File: src/anvm_map.vh
// timing and field constants for the byte memory host controller
// assumes a 100 MHz system clock driving the controller
`ifndef ANVM_MAP_VH
`define ANVM_MAP_VH
`define ANVM_CLK_PERIOD_NS 10
`define ANVM_ADDR_W 15
`define ANVM_DATA_W 8
`define ANVM_STARTUP_MS 2
// startup wait in cycles: 2 ms / 10 ns
`define ANVM_STARTUP_CYC ((`ANVM_STARTUP_MS * 1000000) / `ANVM_CLK_PERIOD_NS)
`define ANVM_CYCLE_NS 35
// least cycle time rounded up to whole clocks
`define ANVM_CYCLE_CYC ((`ANVM_CYCLE_NS + `ANVM_CLK_PERIOD_NS - 1) / `ANVM_CLK_PERIOD_NS)
`define ANVM_CNT_W 18
// extra read clocks spent crossing the data synchroniser
`define ANVM_SYNC_DEPTH 2
`endif

File: src/anvm_host.v
// host controller driving an asynchronous non-volatile byte memory over its pins
// assumes one 100 MHz clock; i_inhibit_level reports supply below inhibit level
// What the memory does and what this block does
// The memory holds 32,768 bytes selected by a 15-bit address, accessed one byte at a time.
// The memory drives the data bus only while selected, output-enabled and not writing.
// The memory ignores writes while its supply is below the inhibit level.
// No access is started until 2 ms after the supply is good.
// Chip select and write strobe are held high through reset and the startup wait.
// After a brownout the full startup wait is repeated before any access.
// Each read and write cycle lasts at least 35 ns.
// The write strobe stays high for the whole of a read cycle.
// The address is valid no later than the falling edge of chip select.
// A write happens while chip select and write strobe are both low, data taken at the end.
// A written byte reads back later, also across power loss.
`timescale 1ns/1ps
`include "anvm_map.vh"
module anvm_host #(
  parameter STARTUP_CYC = `ANVM_STARTUP_CYC
) (
  input wire i_clk,
  input wire i_rst,
  input wire i_inhibit_level,
  input wire i_req,
  input wire i_we,
  input wire [`ANVM_ADDR_W-1:0] i_addr,
  input wire [`ANVM_DATA_W-1:0] i_wdata,
  output wire o_ready,
  output reg o_rvalid,
  output reg [`ANVM_DATA_W-1:0] o_rdata,
  output reg [`ANVM_ADDR_W-1:0] o_mem_addr,
  output reg o_mem_cs_n,
  output reg o_mem_oe_n,
  output reg o_mem_pgm_n,
  input wire [`ANVM_DATA_W-1:0] i_mem_dq,
  output reg [`ANVM_DATA_W-1:0] o_mem_dq,
  output reg o_mem_dq_oe
);
  localparam CNT_W = `ANVM_CNT_W;
  localparam [4:0] ST_WAIT = 5'h01;
  localparam [4:0] ST_IDLE = 5'h02;
  localparam [4:0] ST_READ = 5'h04;
  localparam [4:0] ST_WRITE = 5'h08;
  localparam [4:0] ST_END = 5'h10;
  localparam integer CYC_CLK = `ANVM_CYCLE_CYC;
  localparam integer SYNC_N = `ANVM_SYNC_DEPTH;
  localparam integer STARTUP_M1 = STARTUP_CYC - 1;
  localparam integer WRITE_M1 = CYC_CLK - 1;
  // reads run past 35 ns so the sampled pins have crossed the synchroniser
  localparam integer READ_M1 = CYC_CLK - 1 + SYNC_N;
  // counts cut to the counter width on purpose; 2 ms at 100 MHz still fits
  localparam [CNT_W-1:0] STARTUP_LAST = STARTUP_M1[CNT_W-1:0];
  localparam [CNT_W-1:0] WRITE_LAST = WRITE_M1[CNT_W-1:0];
  localparam [CNT_W-1:0] READ_LAST = READ_M1[CNT_W-1:0];
  localparam [CNT_W-1:0] CNT_ZERO = {CNT_W{1'h0}};

  reg [4:0] state;
  reg [4:0] next_state;
  reg [CNT_W-1:0] cnt;
  reg [CNT_W-1:0] next_cnt;
  reg inh_meta;
  reg inh_sync;
  wire [`ANVM_DATA_W-1:0] dq_sync;
  wire take;
  wire rd_done;
  wire wr_done;

  // one compare shared by the startup, read and write counts
  function cnt_hit;
    input [CNT_W-1:0] c;
    input [CNT_W-1:0] lim;
    begin
      cnt_hit = (c == lim);
    end
  endfunction

  assign o_ready = (state == ST_IDLE) && !inh_sync;
  assign take = o_ready && i_req;
  assign rd_done = (state == ST_READ) && !inh_sync && cnt_hit(cnt, READ_LAST);
  assign wr_done = (state == ST_WRITE) && !inh_sync && cnt_hit(cnt, WRITE_LAST);

  // supply flag is asynchronous to the clock
  always @(posedge i_clk) begin
    inh_meta <= i_inhibit_level;
    inh_sync <= inh_meta;
  end

  // each data pin gets its own two-flop stage; the bus is only taken after
  // it has been stable for most of the read, so bits cannot tear
  genvar g;
  generate
    for (g = 0; g < `ANVM_DATA_W; g = g + 1) begin : g_dq_sync
      reg [1:0] pipe;
      always @(posedge i_clk) begin
        pipe <= {pipe[0], i_mem_dq[g]};
      end
      assign dq_sync[g] = pipe[1];
    end
  endgenerate

  always @* begin
    next_state = state;
    next_cnt = cnt + 1'h1;
    if (inh_sync) begin
      // brownout: abandon any cycle and restart the full wait
      next_state = ST_WAIT;
      next_cnt = CNT_ZERO;
    end else begin
      case (state)
        ST_WAIT: begin
          if (cnt_hit(cnt, STARTUP_LAST)) begin
            next_state = ST_IDLE;
            next_cnt = CNT_ZERO;
          end
        end
        ST_IDLE: begin
          next_cnt = CNT_ZERO;
          if (i_req) begin
            if (i_we) begin
              next_state = ST_WRITE;
            end else begin
              next_state = ST_READ;
            end
          end
        end
        ST_READ: begin
          if (rd_done) begin
            next_state = ST_END;
          end
        end
        ST_WRITE: begin
          if (wr_done) begin
            next_state = ST_END;
          end
        end
        ST_END: begin
          // recovery clock keeps controls high between cycles
          next_state = ST_IDLE;
          next_cnt = CNT_ZERO;
        end
        default: begin
          next_state = ST_WAIT;
          next_cnt = CNT_ZERO;
        end
      endcase
    end
  end

  always @(posedge i_clk) begin
    if (i_rst) begin
      state <= ST_WAIT;
      cnt <= CNT_ZERO;
    end else begin
      state <= next_state;
      cnt <= next_cnt;
    end
  end

  // controls stay high through reset, the startup wait and any brownout
  always @(posedge i_clk) begin
    if (i_rst || inh_sync) begin
      o_mem_cs_n <= 1'h1;
      o_mem_pgm_n <= 1'h1;
      o_mem_oe_n <= 1'h1;
    end else if (take) begin
      o_mem_cs_n <= 1'h0;
      o_mem_pgm_n <= !i_we;
      o_mem_oe_n <= i_we;
    end else if (rd_done || wr_done) begin
      // both strobes rise together; data is latched at the end of the overlap
      o_mem_cs_n <= 1'h1;
      o_mem_pgm_n <= 1'h1;
      o_mem_oe_n <= 1'h1;
    end
  end

  // address is set up on the same edge that drops the select
  always @(posedge i_clk) begin
    if (i_rst) begin
      o_mem_addr <= {`ANVM_ADDR_W{1'h0}};
    end else if (take) begin
      o_mem_addr <= i_addr;
    end
  end

  always @(posedge i_clk) begin
    if (i_rst) begin
      o_mem_dq <= {`ANVM_DATA_W{1'h0}};
      o_mem_dq_oe <= 1'h0;
    end else if (inh_sync) begin
      o_mem_dq_oe <= 1'h0;
    end else if (take) begin
      o_mem_dq <= i_wdata;
      // never drive the pins during a read, the memory owns them then
      o_mem_dq_oe <= i_we;
    end else if (state == ST_END) begin
      // data held one clock past the strobe for hold time
      o_mem_dq_oe <= 1'h0;
    end
  end

  always @(posedge i_clk) begin
    if (i_rst) begin
      o_rvalid <= 1'h0;
      o_rdata <= {`ANVM_DATA_W{1'h0}};
    end else begin
      o_rvalid <= rd_done;
      if (rd_done) begin
        o_rdata <= dq_sync;
      end
    end
  end
endmodule // anvm_host

File: config.mk
export PLATFORM = sky130hd
export DESIGN_NAME = anvm_host
export DESIGN_NICKNAME = d
export VERILOG_FILES = /design/src/anvm_host.v
export VERILOG_INCLUDE_DIRS = /design/src
export SDC_FILE = /design/constraint.sdc
export NUM_CORES = 1
export LEC_CHECK = 0
export ABC_AREA = 1
export BUFFER_PORTS_ARGS = -buffer_cell sky130_fd_sc_hd__buf_2
export CORE_MARGIN = 2
export CORE_UTILIZATION = 40
export DETAILED_ROUTE_END_ITERATION = 6
export PLACE_DENSITY = 0.66
export SLEW_MARGIN = 20
export SYNTH_ARGS = -nofsm -noshare
export SYNTH_HDL_FRONTEND = slang
export SYNTH_SLANG_ARGS = --single-unit
File: constraint.sdc
create_clock -name i_clk -period 1.5 [get_ports i_clk]
set_input_delay 0.075 -clock i_clk [delete_from_list [all_inputs] [get_ports i_clk]]
set_output_delay 0.075 -clock i_clk [all_outputs]
set_load 0.005 [all_outputs]
==> results of run 1 <==
metrics by stage:
| step | setup slack, ns | util | power, mW | area [um^2] | setup TNS, ns |
|---|---|---|---|---|---|
| floorplan | 0.0310 | - | 2.16 | 2950 | 0 |
| global placement | -0.0253 | 0.492 | 2.22 | 3550 | -0.0501 |
| detailed placement | -0.0628 | 0.492 | 2.23 | 3550 | -0.216 |
| CTS | 0.00631 | 0.566 | 3.77 | 4080 | 0 |
| global route | -0.117 | 0.618 | 3.90 | 4460 | -1.63 |
| finish | -0.0199 | 0.618 | 3.76 | 4460 | -0.0199 |
how the worst max path moves through the flow:
stage,from,end,slack (ns),depth (start not counted)
global placement,cnt[0],cnt[14],-0.03,9
floorplan,cnt[0],cnt[14],0.03,9
detailed placement,cnt[0],cnt[14],-0.06,9
CTS,state[0],state[2],0.006,10
finish,cnt[1],cnt[14],-0.02,9
global route,cnt[0],cnt[10],-0.12,10
worst reg2reg max path, cell delays in order, from the launching register on:
cell and delay (ns):
dfxtp_4 0.38, ha_4 0.14, nand3_4 0.09, nor2_2 0.14, inv_2 0.08, nor2_4 0.13
nand2_2 0.07, nor2_2 0.13, and3_1 0.19, nor3_2 0.05
power groups by stage:
stage | sequential (mW) | clock [mW] | combinational, mW
3_5_place_dp | 2.13 | 0 | 0.0985
4_1_cts | 2.08 | 1.53 | 0.165
2_1_floorplan | 2.13 | 0 | 0.0324
6_report | 2.08 | 1.50 | 0.189
3_3_place_gp | 2.13 | 0 | 0.0973
5_1_grt | 2.08 | 1.62 | 0.205
flip-flops by register name, indices dropped and copies added (netlist names):
signal	flops
cnt	18
g_dq_sync.pipe	16
o_mem_addr	15
o_mem_dq	8
o_rdata	8
state	5
inh_meta	1
inh_sync	1
o_mem_cs_n	1
o_mem_dq_oe	1
o_mem_oe_n	1
o_mem_pgm_n	1
o_rvalid	1
routing by layer:
layer | global-route usage | vias to the layer above | wire length, um
li1 | - | 1469 | -
met5 | 0 | - | 0
met4 | 0.0731 | 0 | 204
met1 | 0.215 | 1339 | 3320
met2 | 0.314 | 73 | 3980
met3 | 0.0436 | 20 | 321
layout make-up:
| type | count | share of cell area |
|---|---|---|
| flip-flops and latches | 77 | 0.352 |
| multi-input cells | 256 | 0.316 |
| repair buffers | 143 | 0.236 |
| clock buffers | 9 | 0.0278 |
| well taps | 99 | 0.0278 |
| inverters | 30 | 0.0270 |
| clock inverters | 7 | 0.0143 |
cells in the mapped netlist (4+ instances only):
library cell	n	area, um^2
a21oi_1	5	25.0
buf_4	6	45.0
dfxtp_1	77	1540
inv_1	25	93.8
inv_2	5	18.8
nand2_1	38	143
nand2_2	6	37.5
nand3_1	14	70.1
nor2_1	115	432
nor2_2	6	37.5
nor2_4	5	56.3
nor3_1	8	40.0
o21ai_0	12	60.1
o21ai_1	25	125
xnor2_1	4	35.0
timing repair:
action	4_1_cts	5_1_grt
gates resized for setup	5	81
cloned	0	4
pin swaps	1	32
endpoints found under the setup margin	21	53
buffers inserted	0	12
endpoints found under the hold margin	33	0
hold buffers	33	0
cell families (layout without fill, tap and decap cells):
| group | Yosys count | count (layout) | synth area share |
|---|---|---|---|
| flip-flops | 77 | 77 | 0.522 |
| AO/OA/AOI/OAI | 43 | 43 | 0.0738 |
| adder cells (fa/ha/maj) | 3 | 3 | 0.0127 |
| XOR/XNOR | 7 | 7 | 0.0208 |
| AND/OR/NAND/NOR | 203 | 203 | 0.311 |
| buffers and inverters | 40 | 189 | 0.0589 |
==> results_dict.tcl, run 1 <==
set metrics [dict create \
    critical_path_required_ns 1.75 \
    cpLargestDelayFamily "simple AND/OR/NAND/NOR gates" \
    finalNonFillerCells 621 \
    switching_share 0.250 \
    regToRegEndpoint "cnt[14]" \
    cp-start-kind "flip-flop" \
    die-area_um2 8080 \
    worstPathMaxFanout 4 \
    violations "setup timing" \
    setup_viol 1 \
    cts_tree "done" \
    slew_violations 0 \
    ys_async_sr_fraction 0 \
    synth_seq_area_share 0.522 \
    ys.flop_type "dfxtp_1" \
    clk_latency_ns 0.36 \
    grt_pass1_wl_mm 11.9 \
    hold_depth 4 \
    leakagePower_nw 1.98 \
    synth_edf_count 0 \
    cts_buffer_depth 2 \
    ff_latch_area_um2 1570 \
    critPathMaxStageDelay_ns 0.38 \
    die_x_um 89.9 \
    fill_cells 634 \
    cp_num_buf_inv 1 \
    clock_skew_ns 0.00920 \
    powerDensity_nw_per_um2 845 \
    syn_area_um2 2950 \
    area_delta_synth_final_pct 51.1 \
    die_h_um 89.9 \
    syn_inst 373 \
    worst_slew_pin_slew_ns 0.292 \
    hold_viol 0 \
    status "complete, but fails checks" \
    drc 0 \
    vias 2901 \
    grt_overflow_total 0 \
    clk_pin_slew_ns 0.08 \
    gp_congestion 0.813 \
    coreArea_um2 7210 \
    syn_area_per_cell_um2 7.91 \
    wl_per_cell_um 12.6 \
    numCtsBuffers 9 \
    grt_pass1_vias 2614 \
    cp.arrival_ns 1.77 \
    grt_setup_unrepaired "true" \
    antenna_found_initial 0 \
    h-tree-depth 3 \
    layout_common_cells "nor2_1, buf_2, dfxtp_1, nand2_1, dlygate4sd3_1" \
    worstHoldPathType "in -> reg" \
    cpMostUsedCell "nor2_2" \
    p_seq_frac 0.551 \
    drtIter0Drc 119 \
    final_layout_size_suffix_gt1_frac 0.404 \
    final_common_cell "nor2_1" \
    hold_path.startpoint "i_we" \
    cp-end-kind "flip-flop" \
    rows 31 \
    crit_chain "ha_4, nand3_4, nor2_2, inv_2, nor2_4, nand2_2, nor2_2, and3_1, nor3_2" \
    irDropWorstVdd_v 0.000395 \
    layout.nets 556 \
    diodes 0 \
    antenna_left 0 \
    clock-sinks 77 \
    grt_usage 0.181 \
    grt_max_degree 32 \
    firstDrtPassIters 4 \
    max_cap_violations 0 \
    fin_crit_ns 1.52 \
    layout_setup_ws_ns -0.0199 \
    viasPerCell 4.67 \
    holdPathEnd "o_mem_pgm_n" \
    timing.final.crit_share 1.01 \
    synth_seq_cells 77 \
    dp.cells 556 \
    p_switching_uw 942 \
    ys_warn_count 0 \
    r2r_start "cnt[1]" \
    clkPwrFrac 0.398 \
    holdWs_ns 0.0751 \
    multiInputGateArea_um2 1410 \
    slew_headroom 0.805 \
    synth_fp_nets 412 \
    clockRootBuffer "clkbuf_8" \
    worst-r2r-cell-count 9 \
    max_freq_mhz 658 \
    io_buffers 72 \
    synth_cell_types 27 \
    worst-setup-path-type "reg -> reg" \
    p_int_mw 2.82 \
    drt-total-wl_mm 7.82 \
    critPathSlowestCell "dfxtp_4" \
    start_util 0.409 \
    power_frac_comb 0.050 \
    pin_count 73 \
    dp_hpwl_mm 4.53 \
    r2r_slack_ns -0.02 \
]
Note: power is estimated with default switching activity, not from simulation.
==> run 2: changes to the inputs <==
- MAX_ROUTING_LAYER: default -> met4
==> run 2 against run 1 <==
The run still ends with setup timing left. Sequential cell count unchanged. Design area unchanged. Setup slack improved by 0.0062 ns. Critical path depth unchanged. Die area unchanged. Clock skew rose by 0.0015 ns. Total power is essentially flat. Clock power barely moved. First-iteration DRC count up 1.7%. Register-to-register slack barely moved. Critical path type unchanged.
==> results_dict.tcl, run 2 (synthesized netlist as in run 1, its figures left out) <==
set metrics [dict create \
    status "complete, but fails checks" \
    violations "setup timing" \
    drtIter0Drc 121 \
    die_h_um 89.9 \
    r2r_slack_ns -0.01 \
    irDropWorstVdd_v 0.000394 \
    critPathMaxStageDelay_ns 0.38 \
    viasPerCell 4.69 \
    wl_per_cell_um 12.6 \
    cp-start-kind "flip-flop" \
    cp.arrival_ns 1.76 \
    leakagePower_nw 1.98 \
    largestRegisters "cnt: 18 flops, g_dq_sync.pipe: 16 flops, o_mem_addr: 15 flops" \
    critical_path_required_ns 1.75 \
    clock_skew_ns 0.0107 \
    slew_violations 0 \
    m1WireLength_mm 3.33 \
    met2_length_mm 4.01 \
    path_depth 9 \
    max_cap_violations 0 \
    clk_latency_ns 0.36 \
    dp.cells 556 \
    cpMostUsedCell "nor2_2" \
    power.total_mw 3.76 \
    die_x_um 89.9 \
    clock-sinks 77 \
    grt_overflow_total 0 \
    diodes 0 \
    finalNonFillerCells 621 \
    grt_pass1_wl_mm 11.9 \
    drt-total-wl_mm 7.83 \
    h-tree-depth 3 \
    grt_pass1_vias 2605 \
    layout_common_cells "nor2_1, buf_2, dfxtp_1, nand2_1, dlygate4sd3_1" \
    pin_count 73 \
    gp_congestion 0.826 \
    routed.top_layer "met4" \
    drc 0 \
    timing.final.crit_share 1.01 \
    setup_viol 1 \
    hold_depth 4 \
    coreArea_um2 7210 \
    crit_chain "ha_4, nand3_4, nor2_2, inv_2, nor2_4, nand2_2, nor2_2, and3_1, nor3_2" \
    grt_max_degree 32 \
    grt_usage 0.186 \
    cp_num_buf_inv 1 \
    final_layout_size_suffix_gt1_frac 0.404 \
    worst-r2r-cell-count 9 \
    final_common_cell "nor2_1" \
    largest_reg_flops 18 \
    wl_met3_um 337 \
    dp_hpwl_mm 4.53 \
    grt_setup_unrepaired "true" \
    layout.nets 556 \
    powerDensity_nw_per_um2 844 \
    vias 2910 \
    antenna_left 0 \
    cts_buffer_depth 2 \
    cts_tree "done" \
    critPathSlowestCell "dfxtp_4" \
    layout_setup_ws_ns -0.0137 \
    die-area_um2 8080 \
    holdWs_ns 0.0868 \
    rows 31 \
    clockRootBuffer "clkbuf_8" \
    start_util 0.409 \
    numCtsBuffers 9 \
    firstDrtPassIters 4 \
    cpLargestDelayFamily "simple AND/OR/NAND/NOR gates" \
    area_delta_synth_final_pct 51.1 \
    worst-setup-path-type "reg -> reg" \
    worstHoldPathType "in -> reg" \
    worst_slew_pin_slew_ns 0.289 \
    hold_viol 0 \
    antenna_found_initial 0 \
    max_freq_mhz 661 \
    regMostFlops "cnt" \
    slew_headroom 0.808 \
    cp-end-kind "flip-flop" \
    io_buffers 72 \
    clk_pin_slew_ns 0.08 \
    fin_crit_ns 1.51 \
    worstPathMaxFanout 4 \
]
==> run 2: area by class of cell <==
| class | count | area [um^2] |
|---|---|---|
| fill | 634 | 2760 |
| clock inverter | 7 | 63.8 |
| inverter | 30 | 120 |
| sequential | 77 | 1570 |
| clock buffer | 9 | 124 |
| tap | 99 | 124 |
| timing repair buffer | 143 | 1050 |
| multi-input combinational | 256 | 1410 |
==> run 2: metal layers <==
metal / track usage / vias up
li1: - / 1466
met1: 0.216 / 1344
met2: 0.314 / 83
met3: 0.0436 / 17
met4: 0.0731 / 0
met5: - / -
==> run 2: through the flow <==
stage	setup TNS [ns]	utilization	setup WS [ns]	area, um^2
after global placement	-0.0501	0.492	-0.0253	3550
after detailed placement	-0.216	0.492	-0.0628	3550
after CTS	0	0.566	0.00631	4080
after floorplan	0	-	0.0310	2950
final	-0.0137	0.618	-0.0137	4460
after global routing	-1.62	0.618	-0.117	4460
==> run 2: final timing paths <==
check	to	start
setup / recovery	cnt[14]	cnt[1]
hold reg to reg	inh_sync	inh_meta
setup reg to reg	cnt[14]	cnt[1]
hold / removal	o_mem_pgm_n	i_we
==> run 2: tightest hold or removal path, stage by stage <==
cell	delay, ns
buf_2	0.10
nand2_1	0.10
nand2_1	0.08
nand2_1	0.04
==> run 2: repair_timing <==
item / 4_1_cts / 5_1_grt
buffers inserted: 0 / 12
setup endpoints to repair: 21 / 53
gates cloned: 0 / 4
pin swaps: 1 / 32
hold buffers: 33 / 0
endpoints found under the hold margin: 33 / 0
gates resized for setup: 5 / 81
==> run 2: report_power, final <==
part / leakage [nW] / switching (mW) / internal (mW) / total (mW)
combinational: 1.26 / 0.0719 / 0.117 / 0.189
sequential: 0.635 / 0.0107 / 2.06 / 2.08
clock: 0.0907 / 0.857 / 0.640 / 1.50
total: 1.98 / 0.940 / 2.82 / 3.76
